[config.mk]
export PLATFORM = sky130hd
export DESIGN_NAME = spi_byte_engine
export DESIGN_NICKNAME = d
export VERILOG_FILES = /design/src/rtl/spi_engine_pkg.sv /design/src/rtl/spi_byte_engine.sv /design/src/rtl/sync_2ff.sv /design/src/rtl/sck_rate_gen.sv
export VERILOG_INCLUDE_DIRS = /design/src /design/src/rtl
export SDC_FILE = /design/constraint.sdc
export NUM_CORES = 1
export LEC_CHECK = 0
export BUFFER_PORTS_ARGS = -buffer_cell sky130_fd_sc_hd__clkbuf_2
export CORE_MARGIN = 2
export CORE_UTILIZATION = 52
export DETAILED_ROUTE_END_ITERATION = 16
export GPL_TIMING_DRIVEN = 0
export PLACE_DENSITY = 0.8
export SYNTH_ARGS = -nofsm -noshare
export SYNTH_HDL_FRONTEND = slang
export SYNTH_SLANG_ARGS = --single-unit
[constraint.sdc]
create_clock -name clock -period 3.69 [get_ports clock]
set_clock_uncertainty 0.05 [all_clocks]
set_input_delay 0.369 -clock clock [delete_from_list [all_inputs] [get_ports clock]]
set_output_delay 0.369 -clock clock [all_outputs]
set_load 0.02 [all_outputs]
[src/rtl/spi_engine_consts.svh]
// Constants for the serial byte engine: offsets, fields, resets, timing.
// Assumes inclusion by bare name from files under rtl/.
`ifndef SPI_ENGINE_CONSTS_SVH
`define SPI_ENGINE_CONSTS_SVH

// -----------------------------------------------------------------------
// Register map (byte address is four times the register index)
// -----------------------------------------------------------------------
`define SPI_DATA_IDX 8'h60
`define SPI_CTRL_IDX 8'h61
`define SPI_DATA_ADDR 32'h0000_0180
`define SPI_CTRL_ADDR 32'h0000_0184
`define SPI_DATA_RESET 8'h00
`define SPI_CTRL_RESET 8'h00

// -----------------------------------------------------------------------
// Control register fields
// -----------------------------------------------------------------------
`define CTRL_DONE_BIT 7
`define CTRL_PEND_BIT 6
`define CTRL_MODE_HI 5
`define CTRL_MODE_LO 4
`define CTRL_CPOL_BIT 3
`define CTRL_CPHA_BIT 2
`define CTRL_RATE_HI 1
`define CTRL_RATE_LO 0
`define MODE_OFF 2'h0
`define MODE_MASTER 2'h1
`define MODE_SLAVE 2'h2
`define RATE_FAST 2'h0
`define RATE_1M 2'h1

// -----------------------------------------------------------------------
// Timing
// -----------------------------------------------------------------------
`define SYS_CLK_HZ 100_000_000
`define RATE0_BPS 2_000_000
`define RATE1_BPS 1_000_000
`define RATE2_BPS 500_000
`define RATE3_BPS 62_500
`define FAST_HIGH_PCT 33
`define SLOW_HIGH_PCT 50
`define PCT_SCALE 100
`define BIT_LAST 4'h7
`define BITS_PER_BYTE 4'h8

`endif

[src/rtl/spi_engine_pkg.sv]
// Types shared by the serial byte engine files.
// Assumes nothing beyond a SystemVerilog compiler.
package spi_engine_pkg;
  // Register decode result
  typedef enum logic [1:0] {SEL_NONE, SEL_DATA, SEL_CTRL} reg_sel_e;
  typedef logic [7:0] byte_t;
endpackage : spi_engine_pkg

[src/rtl/spi_byte_engine.sv]
// Serial byte engine, master or slave, behind an AHB-Lite register slave.
// Assumes single word AHB-Lite transfers and pins sampled from outside.
//
// Functional notes
// - Data register write loads transmit buffer; read returns receive buffer.
// - Master shifts eight bits MSB first, incoming bits into same register.
// - After last bit, shift register copies to receive buffer, interrupt raised.
// - An unread received byte is simply overwritten by the next one.
// - Master: write while idle moves byte to shift register and starts.
// - Write while busy waits in buffer until current byte completes.
// - Pending flag set by write until byte moves; rewrite replaces it.
// - Master emits exactly eight clock pulses per byte at selected rate.
// - Active clock phase about one third fastest, one half otherwise.
// - Slave: byte written with select high waits until select low.
// - Slave shifting waits for external clock edges; never makes clock.
// - Select high mid-byte aborts it: no done flag, no interrupt.
// - Every select falling edge reloads transmit buffer into shift register.
// - Slave shifting runs in suspend; end-of-byte interrupt wakes device.
// - Done flag set by hardware with interrupt; cleared only by writing zero.
// - Mode field: 00 off, 01 master, 10 slave, 11 reserved.
// - Polarity one idles clock high, zero idles low; slave matches master.
// - Rate field picks 2, 1, 0.5, 0.0625 Mbit/s in master only.
// - Mode off holds pin outputs at one; master drives clock and mosi, slave drives miso only while selected.
`include "spi_engine_consts.svh"
`timescale 1ns/1ns
`default_nettype none
module spi_byte_engine (
  // Clock and reset
  input wire logic clock,
  input wire logic arst_n,
  // AHB-Lite slave
  input wire logic hsel,
  input wire logic [31:0] haddr,
  input wire logic [1:0] htrans,
  input wire logic hwrite,
  input wire logic [2:0] hsize,
  input wire logic [31:0] hwdata,
  input wire logic hready,
  output logic hreadyout,
  output logic [31:0] hrdata,
  output logic hresp,
  // Serial pins
  input wire logic sck_i,
  output logic sck_o,
  output logic sck_oe,
  input wire logic mosi_i,
  output logic mosi_o,
  output logic mosi_oe,
  input wire logic miso_i,
  output logic miso_o,
  output logic miso_oe,
  input wire logic ss_n_i,
  // Byte done interrupt request, also the wake source
  output logic spi_irq
);
  // ---------------------------------------------------------------------
  // Declarations
  // ---------------------------------------------------------------------
  spi_engine_pkg::reg_sel_e wr_sel_ff, rd_sel_ff;
  logic wr_pend_ff, rd_pend_ff, hreadyout_ff, hresp_ff;
  logic [31:0] hrdata_ff;
  logic [1:0] mode_ff, rate_ff;
  logic cpol_ff, cpha_ff, done_flag_ff, pend_flag_ff;
  spi_engine_pkg::byte_t tx_buf_ff, rx_buf_ff, shift_ff, nxt_shift;
  logic samp_ff, out_bit_ff, busy_ff, sck_ff, irq_ff;
  logic [3:0] bit_cnt_ff;
  logic sck_s, ss_n_s, mosi_s, miso_s, sck_d_ff, ss_d_ff;
  logic sck_o_ff, sck_oe_ff, mosi_o_ff, mosi_oe_ff, miso_o_ff, miso_oe_ff;
  logic acc, wr_data, wr_ctrl, is_master, is_slave;
  logic m_lead, m_trail, s_lead, s_trail, lead, trail, in_bit;
  logic ss_fall, ss_rise, load_m, load_s, done;

  // Register decode of a byte address
  function automatic spi_engine_pkg::reg_sel_e reg_sel(input logic [31:0] a);
    if (a == `SPI_DATA_ADDR) begin
      reg_sel = spi_engine_pkg::SEL_DATA;
    end else if (a == `SPI_CTRL_ADDR) begin
      reg_sel = spi_engine_pkg::SEL_CTRL;
    end else begin
      reg_sel = spi_engine_pkg::SEL_NONE;
    end
  endfunction : reg_sel

  // ---------------------------------------------------------------------
  // AHB-Lite slave
  // ---------------------------------------------------------------------
  assign acc = hsel && htrans[1] && hready;
  assign wr_data = wr_pend_ff && wr_sel_ff == spi_engine_pkg::SEL_DATA;
  assign wr_ctrl = wr_pend_ff && wr_sel_ff == spi_engine_pkg::SEL_CTRL;

  // Writes complete with no wait state
  always_ff @(posedge clock or negedge arst_n) begin
    if (!arst_n) begin
      wr_pend_ff <= 1'b0;
      wr_sel_ff <= spi_engine_pkg::SEL_NONE;
    end else begin
      wr_pend_ff <= acc && hwrite;
      wr_sel_ff <= reg_sel(haddr);
    end
  end

  // Reads take one wait state so read data is current
  always_ff @(posedge clock or negedge arst_n) begin
    if (!arst_n) begin
      rd_pend_ff <= 1'b0;
      rd_sel_ff <= spi_engine_pkg::SEL_NONE;
      hreadyout_ff <= 1'b1;
      hrdata_ff <= 32'h0000_0000;
      hresp_ff <= 1'b0;
    end else begin
      hresp_ff <= 1'b0;
      if (acc && !hwrite) begin
        rd_pend_ff <= 1'b1;
        rd_sel_ff <= reg_sel(haddr);
        hreadyout_ff <= 1'b0;
      end else if (rd_pend_ff) begin
        rd_pend_ff <= 1'b0;
        hreadyout_ff <= 1'b1;
        case (rd_sel_ff)
          spi_engine_pkg::SEL_DATA: hrdata_ff <= {24'h00_0000, rx_buf_ff};
          spi_engine_pkg::SEL_CTRL: hrdata_ff <= {24'h00_0000, done_flag_ff, pend_flag_ff,
            mode_ff, cpol_ff, cpha_ff, rate_ff};
          default: hrdata_ff <= 32'h0000_0000;
        endcase
      end
    end
  end

  // Control fields written by software
  always_ff @(posedge clock or negedge arst_n) begin
    if (!arst_n) begin
      mode_ff <= `MODE_OFF;
      cpol_ff <= 1'b0;
      cpha_ff <= 1'b0;
      rate_ff <= `RATE_FAST;
    end else if (wr_ctrl) begin
      mode_ff <= hwdata[`CTRL_MODE_HI:`CTRL_MODE_LO];
      cpol_ff <= hwdata[`CTRL_CPOL_BIT];
      cpha_ff <= hwdata[`CTRL_CPHA_BIT];
      rate_ff <= hwdata[`CTRL_RATE_HI:`CTRL_RATE_LO];
    end
  end

  // Transmit buffer; a rewrite replaces the pending byte
  always_ff @(posedge clock or negedge arst_n) begin
    if (!arst_n) begin
      tx_buf_ff <= `SPI_DATA_RESET;
    end else if (wr_data) begin
      tx_buf_ff <= hwdata[7:0];
    end
  end

  // ---------------------------------------------------------------------
  // Pin synchronisers and edge detection
  // ---------------------------------------------------------------------
  sync_2ff u_sync_sck (.clock(clock), .arst_n(arst_n), .din(sck_i), .dout(sck_s));
  sync_2ff u_sync_ss (.clock(clock), .arst_n(arst_n), .din(ss_n_i), .dout(ss_n_s));
  sync_2ff u_sync_mosi (.clock(clock), .arst_n(arst_n), .din(mosi_i), .dout(mosi_s));
  sync_2ff u_sync_miso (.clock(clock), .arst_n(arst_n), .din(miso_i), .dout(miso_s));

  // Previous synchronised levels
  always_ff @(posedge clock or negedge arst_n) begin
    if (!arst_n) begin
      sck_d_ff <= 1'b0;
      ss_d_ff <= 1'b1;
    end else begin
      sck_d_ff <= sck_s;
      ss_d_ff <= ss_n_s;
    end
  end

  assign is_master = mode_ff == `MODE_MASTER;
  assign is_slave = mode_ff == `MODE_SLAVE;

  // Slave edges come only from the external clock while selected
  assign s_lead = is_slave && !ss_n_s && sck_d_ff == cpol_ff && sck_s != cpol_ff;
  assign s_trail = is_slave && !ss_n_s && sck_d_ff != cpol_ff && sck_s == cpol_ff;
  assign ss_fall = is_slave && ss_d_ff && !ss_n_s;
  assign ss_rise = is_slave && !ss_d_ff && ss_n_s;

  // Master edges from the rate generator
  sck_rate_gen u_rate (
    .clock(clock),
    .arst_n(arst_n),
    .run(busy_ff && is_master),
    .sel(rate_ff),
    .lead(m_lead),
    .trail(m_trail)
  );

  assign lead = is_master ? m_lead : s_lead;
  assign trail = is_master ? m_trail : s_trail;
  assign in_bit = is_master ? miso_s : mosi_s;
  assign done = trail && bit_cnt_ff == `BIT_LAST;

  // Loads from the transmit buffer
  assign load_m = is_master && !busy_ff && pend_flag_ff;
  assign load_s = is_slave && !ss_n_s && bit_cnt_ff == 4'h0 && pend_flag_ff && !lead
    && !trail;

  // Shift on trailing edge; phase picks the sampled or live bit
  assign nxt_shift = {shift_ff[6:0], cpha_ff ? in_bit : samp_ff};

  // ---------------------------------------------------------------------
  // Shift engine
  // ---------------------------------------------------------------------
  // Shift register
  always_ff @(posedge clock or negedge arst_n) begin
    if (!arst_n) begin
      shift_ff <= 8'h00;
    end else if (ss_fall) begin
      shift_ff <= tx_buf_ff;
    end else if (load_m || load_s) begin
      shift_ff <= tx_buf_ff;
    end else if (trail) begin
      shift_ff <= nxt_shift;
    end
  end

  // Leading edge sample in phase zero
  always_ff @(posedge clock or negedge arst_n) begin
    if (!arst_n) begin
      samp_ff <= 1'b0;
    end else if (lead && !cpha_ff) begin
      samp_ff <= in_bit;
    end
  end

  // Outgoing bit, MSB first
  always_ff @(posedge clock or negedge arst_n) begin
    if (!arst_n) begin
      out_bit_ff <= 1'b1;
    end else if (ss_fall || load_m || load_s) begin
      out_bit_ff <= tx_buf_ff[7];
    end else if (lead && cpha_ff) begin
      out_bit_ff <= shift_ff[7];
    end else if (trail && !cpha_ff) begin
      out_bit_ff <= nxt_shift[7];
    end
  end

  // Bit counter; select release aborts a partial byte
  always_ff @(posedge clock or negedge arst_n) begin
    if (!arst_n) begin
      bit_cnt_ff <= 4'h0;
    end else if (!(is_master || is_slave) || ss_fall || (is_slave && ss_n_s)) begin
      bit_cnt_ff <= 4'h0;
    end else if (done) begin
      bit_cnt_ff <= 4'h0;
    end else if (trail) begin
      bit_cnt_ff <= bit_cnt_ff + 4'h1;
    end
  end

  // Master busy from load to the eighth trailing edge
  always_ff @(posedge clock or negedge arst_n) begin
    if (!arst_n) begin
      busy_ff <= 1'b0;
    end else if (!is_master || done) begin
      busy_ff <= 1'b0;
    end else if (load_m) begin
      busy_ff <= 1'b1;
    end
  end

  // Master clock level: idles at polarity
  always_ff @(posedge clock or negedge arst_n) begin
    if (!arst_n) begin
      sck_ff <= 1'b0;
    end else if (!busy_ff || trail) begin
      sck_ff <= cpol_ff;
    end else if (lead) begin
      sck_ff <= !cpol_ff;
    end
  end

  // Receive buffer overwritten on every completed byte
  always_ff @(posedge clock or negedge arst_n) begin
    if (!arst_n) begin
      rx_buf_ff <= `SPI_DATA_RESET;
    end else if (done) begin
      rx_buf_ff <= nxt_shift;
    end
  end

  // Pending flag; a new write wins over the move
  always_ff @(posedge clock or negedge arst_n) begin
    if (!arst_n) begin
      pend_flag_ff <= 1'b0;
    end else if (wr_data) begin
      pend_flag_ff <= 1'b1;
    end else if (load_m || load_s || ss_fall) begin
      pend_flag_ff <= 1'b0;
    end
  end

  // Done flag and interrupt; setting wins over a clearing write
  always_ff @(posedge clock or negedge arst_n) begin
    if (!arst_n) begin
      done_flag_ff <= 1'b0;
      irq_ff <= 1'b0;
    end else begin
      irq_ff <= done;
      if (done) begin
        done_flag_ff <= 1'b1;
      end else if (wr_ctrl && !hwdata[`CTRL_DONE_BIT]) begin
        done_flag_ff <= 1'b0;
      end
    end
  end

  // Pin drive; idle pins sit at one for port use
  always_ff @(posedge clock or negedge arst_n) begin
    if (!arst_n) begin
      sck_o_ff <= 1'b1;
      sck_oe_ff <= 1'b0;
      mosi_o_ff <= 1'b1;
      mosi_oe_ff <= 1'b0;
      miso_o_ff <= 1'b1;
      miso_oe_ff <= 1'b0;
    end else begin
      sck_o_ff <= is_master ? sck_ff : 1'b1;
      sck_oe_ff <= is_master;
      mosi_o_ff <= is_master ? out_bit_ff : 1'b1;
      mosi_oe_ff <= is_master;
      miso_o_ff <= is_slave ? out_bit_ff : 1'b1;
      miso_oe_ff <= is_slave && !ss_n_s;
    end
  end

  assign hreadyout = hreadyout_ff;
  assign hrdata = hrdata_ff;
  assign hresp = hresp_ff;
  assign sck_o = sck_o_ff;
  assign sck_oe = sck_oe_ff;
  assign mosi_o = mosi_o_ff;
  assign mosi_oe = mosi_oe_ff;
  assign miso_o = miso_o_ff;
  assign miso_oe = miso_oe_ff;
  assign spi_irq = irq_ff;

  // Leading edges seen on the master clock output since load
  logic [3:0] lead_seen_ff;
  logic sck_q_ff;
  always_ff @(posedge clock or negedge arst_n) begin
    if (!arst_n) begin
      lead_seen_ff <= 4'h0;
      sck_q_ff <= 1'b0;
    end else begin
      sck_q_ff <= sck_ff;
      if (load_m) begin
        lead_seen_ff <= 4'h0;
      end else if (busy_ff && sck_ff != cpol_ff && sck_q_ff == cpol_ff) begin
        lead_seen_ff <= lead_seen_ff + 4'h1;
      end
    end
  end
endmodule : spi_byte_engine
`default_nettype wire

[src/rtl/sync_2ff.sv]
// Two flip-flop synchroniser for one pin level.
// Assumes an asynchronous pin input and the block clock.
`timescale 1ns/1ns
`default_nettype none
module sync_2ff (
  // Clock and reset
  input wire logic clock,
  input wire logic arst_n,
  // Level in and out
  input wire logic din,
  output logic dout
);
  logic meta_ff;

  // First stage is read only by the second
  always_ff @(posedge clock or negedge arst_n) begin
    if (!arst_n) begin
      meta_ff <= 1'b0;
      dout <= 1'b0;
    end else begin
      meta_ff <= din;
      dout <= meta_ff;
    end
  end
endmodule : sync_2ff
`default_nettype wire

[src/rtl/sck_rate_gen.sv]
// Master serial clock edge generator: leading and trailing edge pulses.
// Assumes run is held high for the whole byte and sel stays stable.
`include "spi_engine_consts.svh"
`timescale 1ns/1ns
`default_nettype none
module sck_rate_gen (
  // Clock and reset
  input wire logic clock,
  input wire logic arst_n,
  // Control
  input wire logic run,
  input wire logic [1:0] sel,
  // Edge pulses
  output logic lead,
  output logic trail
);
  logic [10:0] cnt_ff;
  logic [10:0] period;
  logic [10:0] low_len;

  // Cycles per bit for a rate code
  function automatic logic [10:0] period_of(input logic [1:0] s);
    case (s)
      2'h0: period_of = 11'(`SYS_CLK_HZ / `RATE0_BPS);
      2'h1: period_of = 11'(`SYS_CLK_HZ / `RATE1_BPS);
      2'h2: period_of = 11'(`SYS_CLK_HZ / `RATE2_BPS);
      default: period_of = 11'(`SYS_CLK_HZ / `RATE3_BPS);
    endcase
  endfunction : period_of

  // Active (non-idle) cycles per bit; about a third at the fastest rate
  function automatic logic [10:0] high_of(input logic [1:0] s);
    if (s == `RATE_FAST) begin
      high_of = 11'(`SYS_CLK_HZ / `RATE0_BPS * `FAST_HIGH_PCT / `PCT_SCALE);
    end else begin
      high_of = 11'(32'(period_of(s)) * `SLOW_HIGH_PCT / `PCT_SCALE);
    end
  endfunction : high_of

  assign period = period_of(sel);
  assign low_len = period - high_of(sel);

  // Bit period counter, cleared while stopped
  always_ff @(posedge clock or negedge arst_n) begin
    if (!arst_n) begin
      cnt_ff <= 11'h000;
    end else if (!run || cnt_ff == period - 11'h001) begin
      cnt_ff <= 11'h000;
    end else begin
      cnt_ff <= cnt_ff + 11'h001;
    end
  end

  assign lead = run && (cnt_ff == low_len - 11'h001);
  assign trail = run && (cnt_ff == period - 11'h001);
endmodule : sck_rate_gen
`default_nettype wire

==> key figures <==
STA
  – Final Critical Period: 3.15 ns
  – Slew @ Worst Pin: 0.632 ns
  – Hold Slack: 0.0705 ns
  – Final WS setup: 0.538 ns
  – Fin crit share: 85.4%
  – Setup violators final: 0
  – RSZ-0062 raised after global routing: false
  – Final TNS setup: 0 ns
  – Final-report hold violation count: 0
  – Achievable Freq: 317 MHz
  – Relative slew slack: 56.8%
  – Pins Over Slew Limit: 0

Clock tree
  – Root buf cell: clkbuf_8
  – Clock slew at reported path FFs: 0.08 ns
  – H-tree depth: 3
  – CTS tree: done
  – Num CTS Buffers: 9
  – Sinks on Clock Net: 82
  – Maximum root-to-sink buffer count: 2
  – Clk_lat worst skew: 0.35 ns

Power and ir drop
  – P_int: 1.38 mW
  – Clock network power share: 34.7%
  – VDD IR max: 0.000208 V
  – PwrDens: 375 nW/um2
  – Sw Share: 26.0%
  – NetSw: 483 uW
  – Combinational power share: 12.2%
  – Tot Pwr: 1.86 mW
  – Seq pwr share: 53.1%
  – Leakage: 2.44 nW

Cells and area
  – Multi-input gate area: 1890 um2
  – Fraction of layout cells with a size suffix above 1: 31.6%
  – Sequential cell area: 2060 um2
  – Fill count: 627
  – Inserted Diodes: 0
  – Area Overhead vs Synth: 18.6%
  – Nets: 589

Logic synthesis
  – Flops & latches, synth: 82
  – Ys Warns: 0
  – Cell with the most instances after synthesis: dfrtp_1
  – Mapped cell area: 4180 um2
  – Synthesized instance count: 393
  – Mapped Avg Cell Area: 10.6 um2
  – Top cells by area, synth: dfrtp_1 (45%), mux2_2 (7.8%), buf_4 (4.8%)
  – Main synth FF type: dfrtp_1
  – Share of the synthesized area in the top cell type: 45.5%
  – Most area-hungry cell type in the Yosys netlist: dfrtp_1
  – Distinct cells, synth: 48
  – Most frequent cells after synthesis: dfrtp_1 (76), nand2_1 (47), mux2_2 (29)
  – Register area share after synthesis: 49.3%
  – EDFF count, synth: 0
  – Synth async-reset ratio: 100%

Worst setup path
  – Critical path arrival: 3.34 ns
  – Cell mode on critical path: ha_1
  – Worst Path Max Fanout: 10
  – Worst setup EP type: flop
  – Critical Path Start Type: flop
  – Setup Crit Path Kind: flop to flop
  – Critical Path RT: 3.88 ns
  – Max incr delay on CP: 0.49 ns
  – CP Cell Sequence: inv_1, ha_1, ha_1, nor3b_1, nor4_1, or3_1, nand4_1, nand2_1, o21ai_2, mux2_2
  – Slowest CP cell: dfrtp_1

GRT
  – Initial antenna violation count: 0
  – Tot GR Track Use: 20.0%
  – First-pass GRT wire length: 13700 um
  – Total gr overflow: 0
  – Pin count of the biggest net entering global routing: 58
  – Vias in the first global route: 3055

Placed design
  – DP Wirelength: 6220 um
  – GP Congestion: 0.886
  – Setup WS pre-CTS: 0.537 ns
  – Port Buf Inserts: 65

Detailed routing
  – Via density: 5.17
  – DRC viols: 0
  – Top sig layer: met4
  – Remaining antenna violation count: 0
  – Met2 wire length: 4010 um
  – Met3 Wirelength: 519 um
  – Drt initial violations: 195
  – Total number of vias: 3113
  – Met1 Wirelength: 3560 um
  – Drt wl/cell: 13.7 um
  – Pre-antenna DRT Iters: 4
  – Routed WL: 8250 um

Die
  – Die W: 93.7 um
  – Core area: 7770 um2
  – DIE HEIGHT: 93.7 um
  – I/O pin cnt: 119
  – Row count: 32
  – Die Area: 8780 um2
  – Initial core utilization: 53.8%

Job
  – Total of max-cap violations: 0

Min path
  – Worst hold path class: input pin to flop

Run status
  – Status: finished, final reports clean
==> timing repair <==
action,in CTS,in global routing
endpoints found under the setup margin,0,0
resized for setup,0,0
buffers inserted,0,0
endpoints found under the hold margin,21,0
hold buffers,1,0
==> through the flow <==
stage	instances	cell area (um2)	utilization, %
after floorplan	417	4270	-
after detailed placement	585	4750	61.2
after global routing	602	4960	63.8
final	602	4960	63.8
after global placement	584	4720	60.8
after CTS	602	4960	63.8
==> logic make-up (layout without fill, tap and decap cells) <==
kind of cell / Yosys count / after routing / share of synthesized area, %
and+or+nand+nor: 140 / 140 / 17.0
muxes: 37 / 37 / 10.4
AOI/OAI and AO/OA: 42 / 42 / 6.82
buffers and inverters: 57 / 140 / 7.81
adders and majority gates: 16 / 16 / 4.79
DFF: 82 / 82 / 49.3
xor gates and xnor gates: 18 / 18 / 3.77
other: 1 / 25 / 0.0897
==> critical path: cells and delay by family, from the launching register on <==
kind,cells,cell delay [ns]
and+or+nand+nor,5,0.86
adders and majority gates,2,0.62
DFF,1,0.49
AOI/OAI and AO/OA,1,0.49
muxes,1,0.39
buffers and inverters,1,0.14
==> worst paths after layout <==
| kind | startpoint | end | slack, ns | cells past startpoint |
|---|---|---|---|---|
| max reg2reg | rate_ff[1]$_DFFE_PN0P_ | shift_ff[1]$_DFFE_PN0P_ | 0.54 | 10 |
| max in group asynchronous | arst_n | hreadyout$_DFFE_PN1P_ | 2.52 | 3 |
| min | sck_i | u_sync_sck.meta_ff$_DFF_PN0_ | 0.07 | 1 |
| min reg2reg | u_sync_miso.meta_ff$_DFF_PN0_ | u_sync_miso.dout$_DFF_PN0_ | 0.30 | 0 |
| min in group asynchronous | arst_n | bit_cnt_ff[1]$_DFFE_PN0P_ | 0.44 | 2 |
| max | rate_ff[1]$_DFFE_PN0P_ | shift_ff[1]$_DFFE_PN0P_ | 0.54 | 10 |
==> cell usage in the layout, fill, tap and decap left out, types with 12 or more instances in the layout <==
master	count
nor2_1	25
nand2_1	47
inv_1	19
clkbuf_2	64
mux2_2	29
dfrtp_1	76
ha_1	16
xor2_1	12
conb_1	25
buf_4	27
nand3_1	15
==> layer usage <==
layer	global-route usage, %	up-vias
met2	32.7	125
met4	8.33	0
met3	3.37	17
met1	26.6	1465
li1	-	1506
met5	0	-
==> registers in the layout, summed over array words and instances, names as in the netlist, 4 cells and up <==
signal	flops
rx_buf_ff	8
shift_ff	8
tx_buf_ff	8
u_rate.cnt_ff	11
bit_cnt_ff	4
hrdata	8
==> cell type report <==
type                            count  area share [%]
Sequential cell                    82            41.5
Multi-Input combinational cell    278            38.0
Timing Repair Buffer               67            7.37
Inverter                           19            1.44
Tap cell                          102            2.57
Buffer                             38            5.15
Clock buffer                       10            2.57
Clock inverter                      6            1.34
==> power groups by stage <==
| stage | logic [mW] | clock network, mW | registers (mW) |
|---|---|---|---|
| 3_3_place_gp | 0.216 | 0 | 1.00 |
| 3_5_place_dp | 0.228 | 0 | 1.00 |
| 2_1_floorplan | 0.148 | 0 | 1.00 |
| 6_report | 0.227 | 0.645 | 0.987 |
| 4_1_cts | 0.229 | 0.658 | 0.987 |
| 5_1_grt | 0.256 | 0.697 | 0.995 |
No activity file was read; power rests on OpenSTA's default activity.
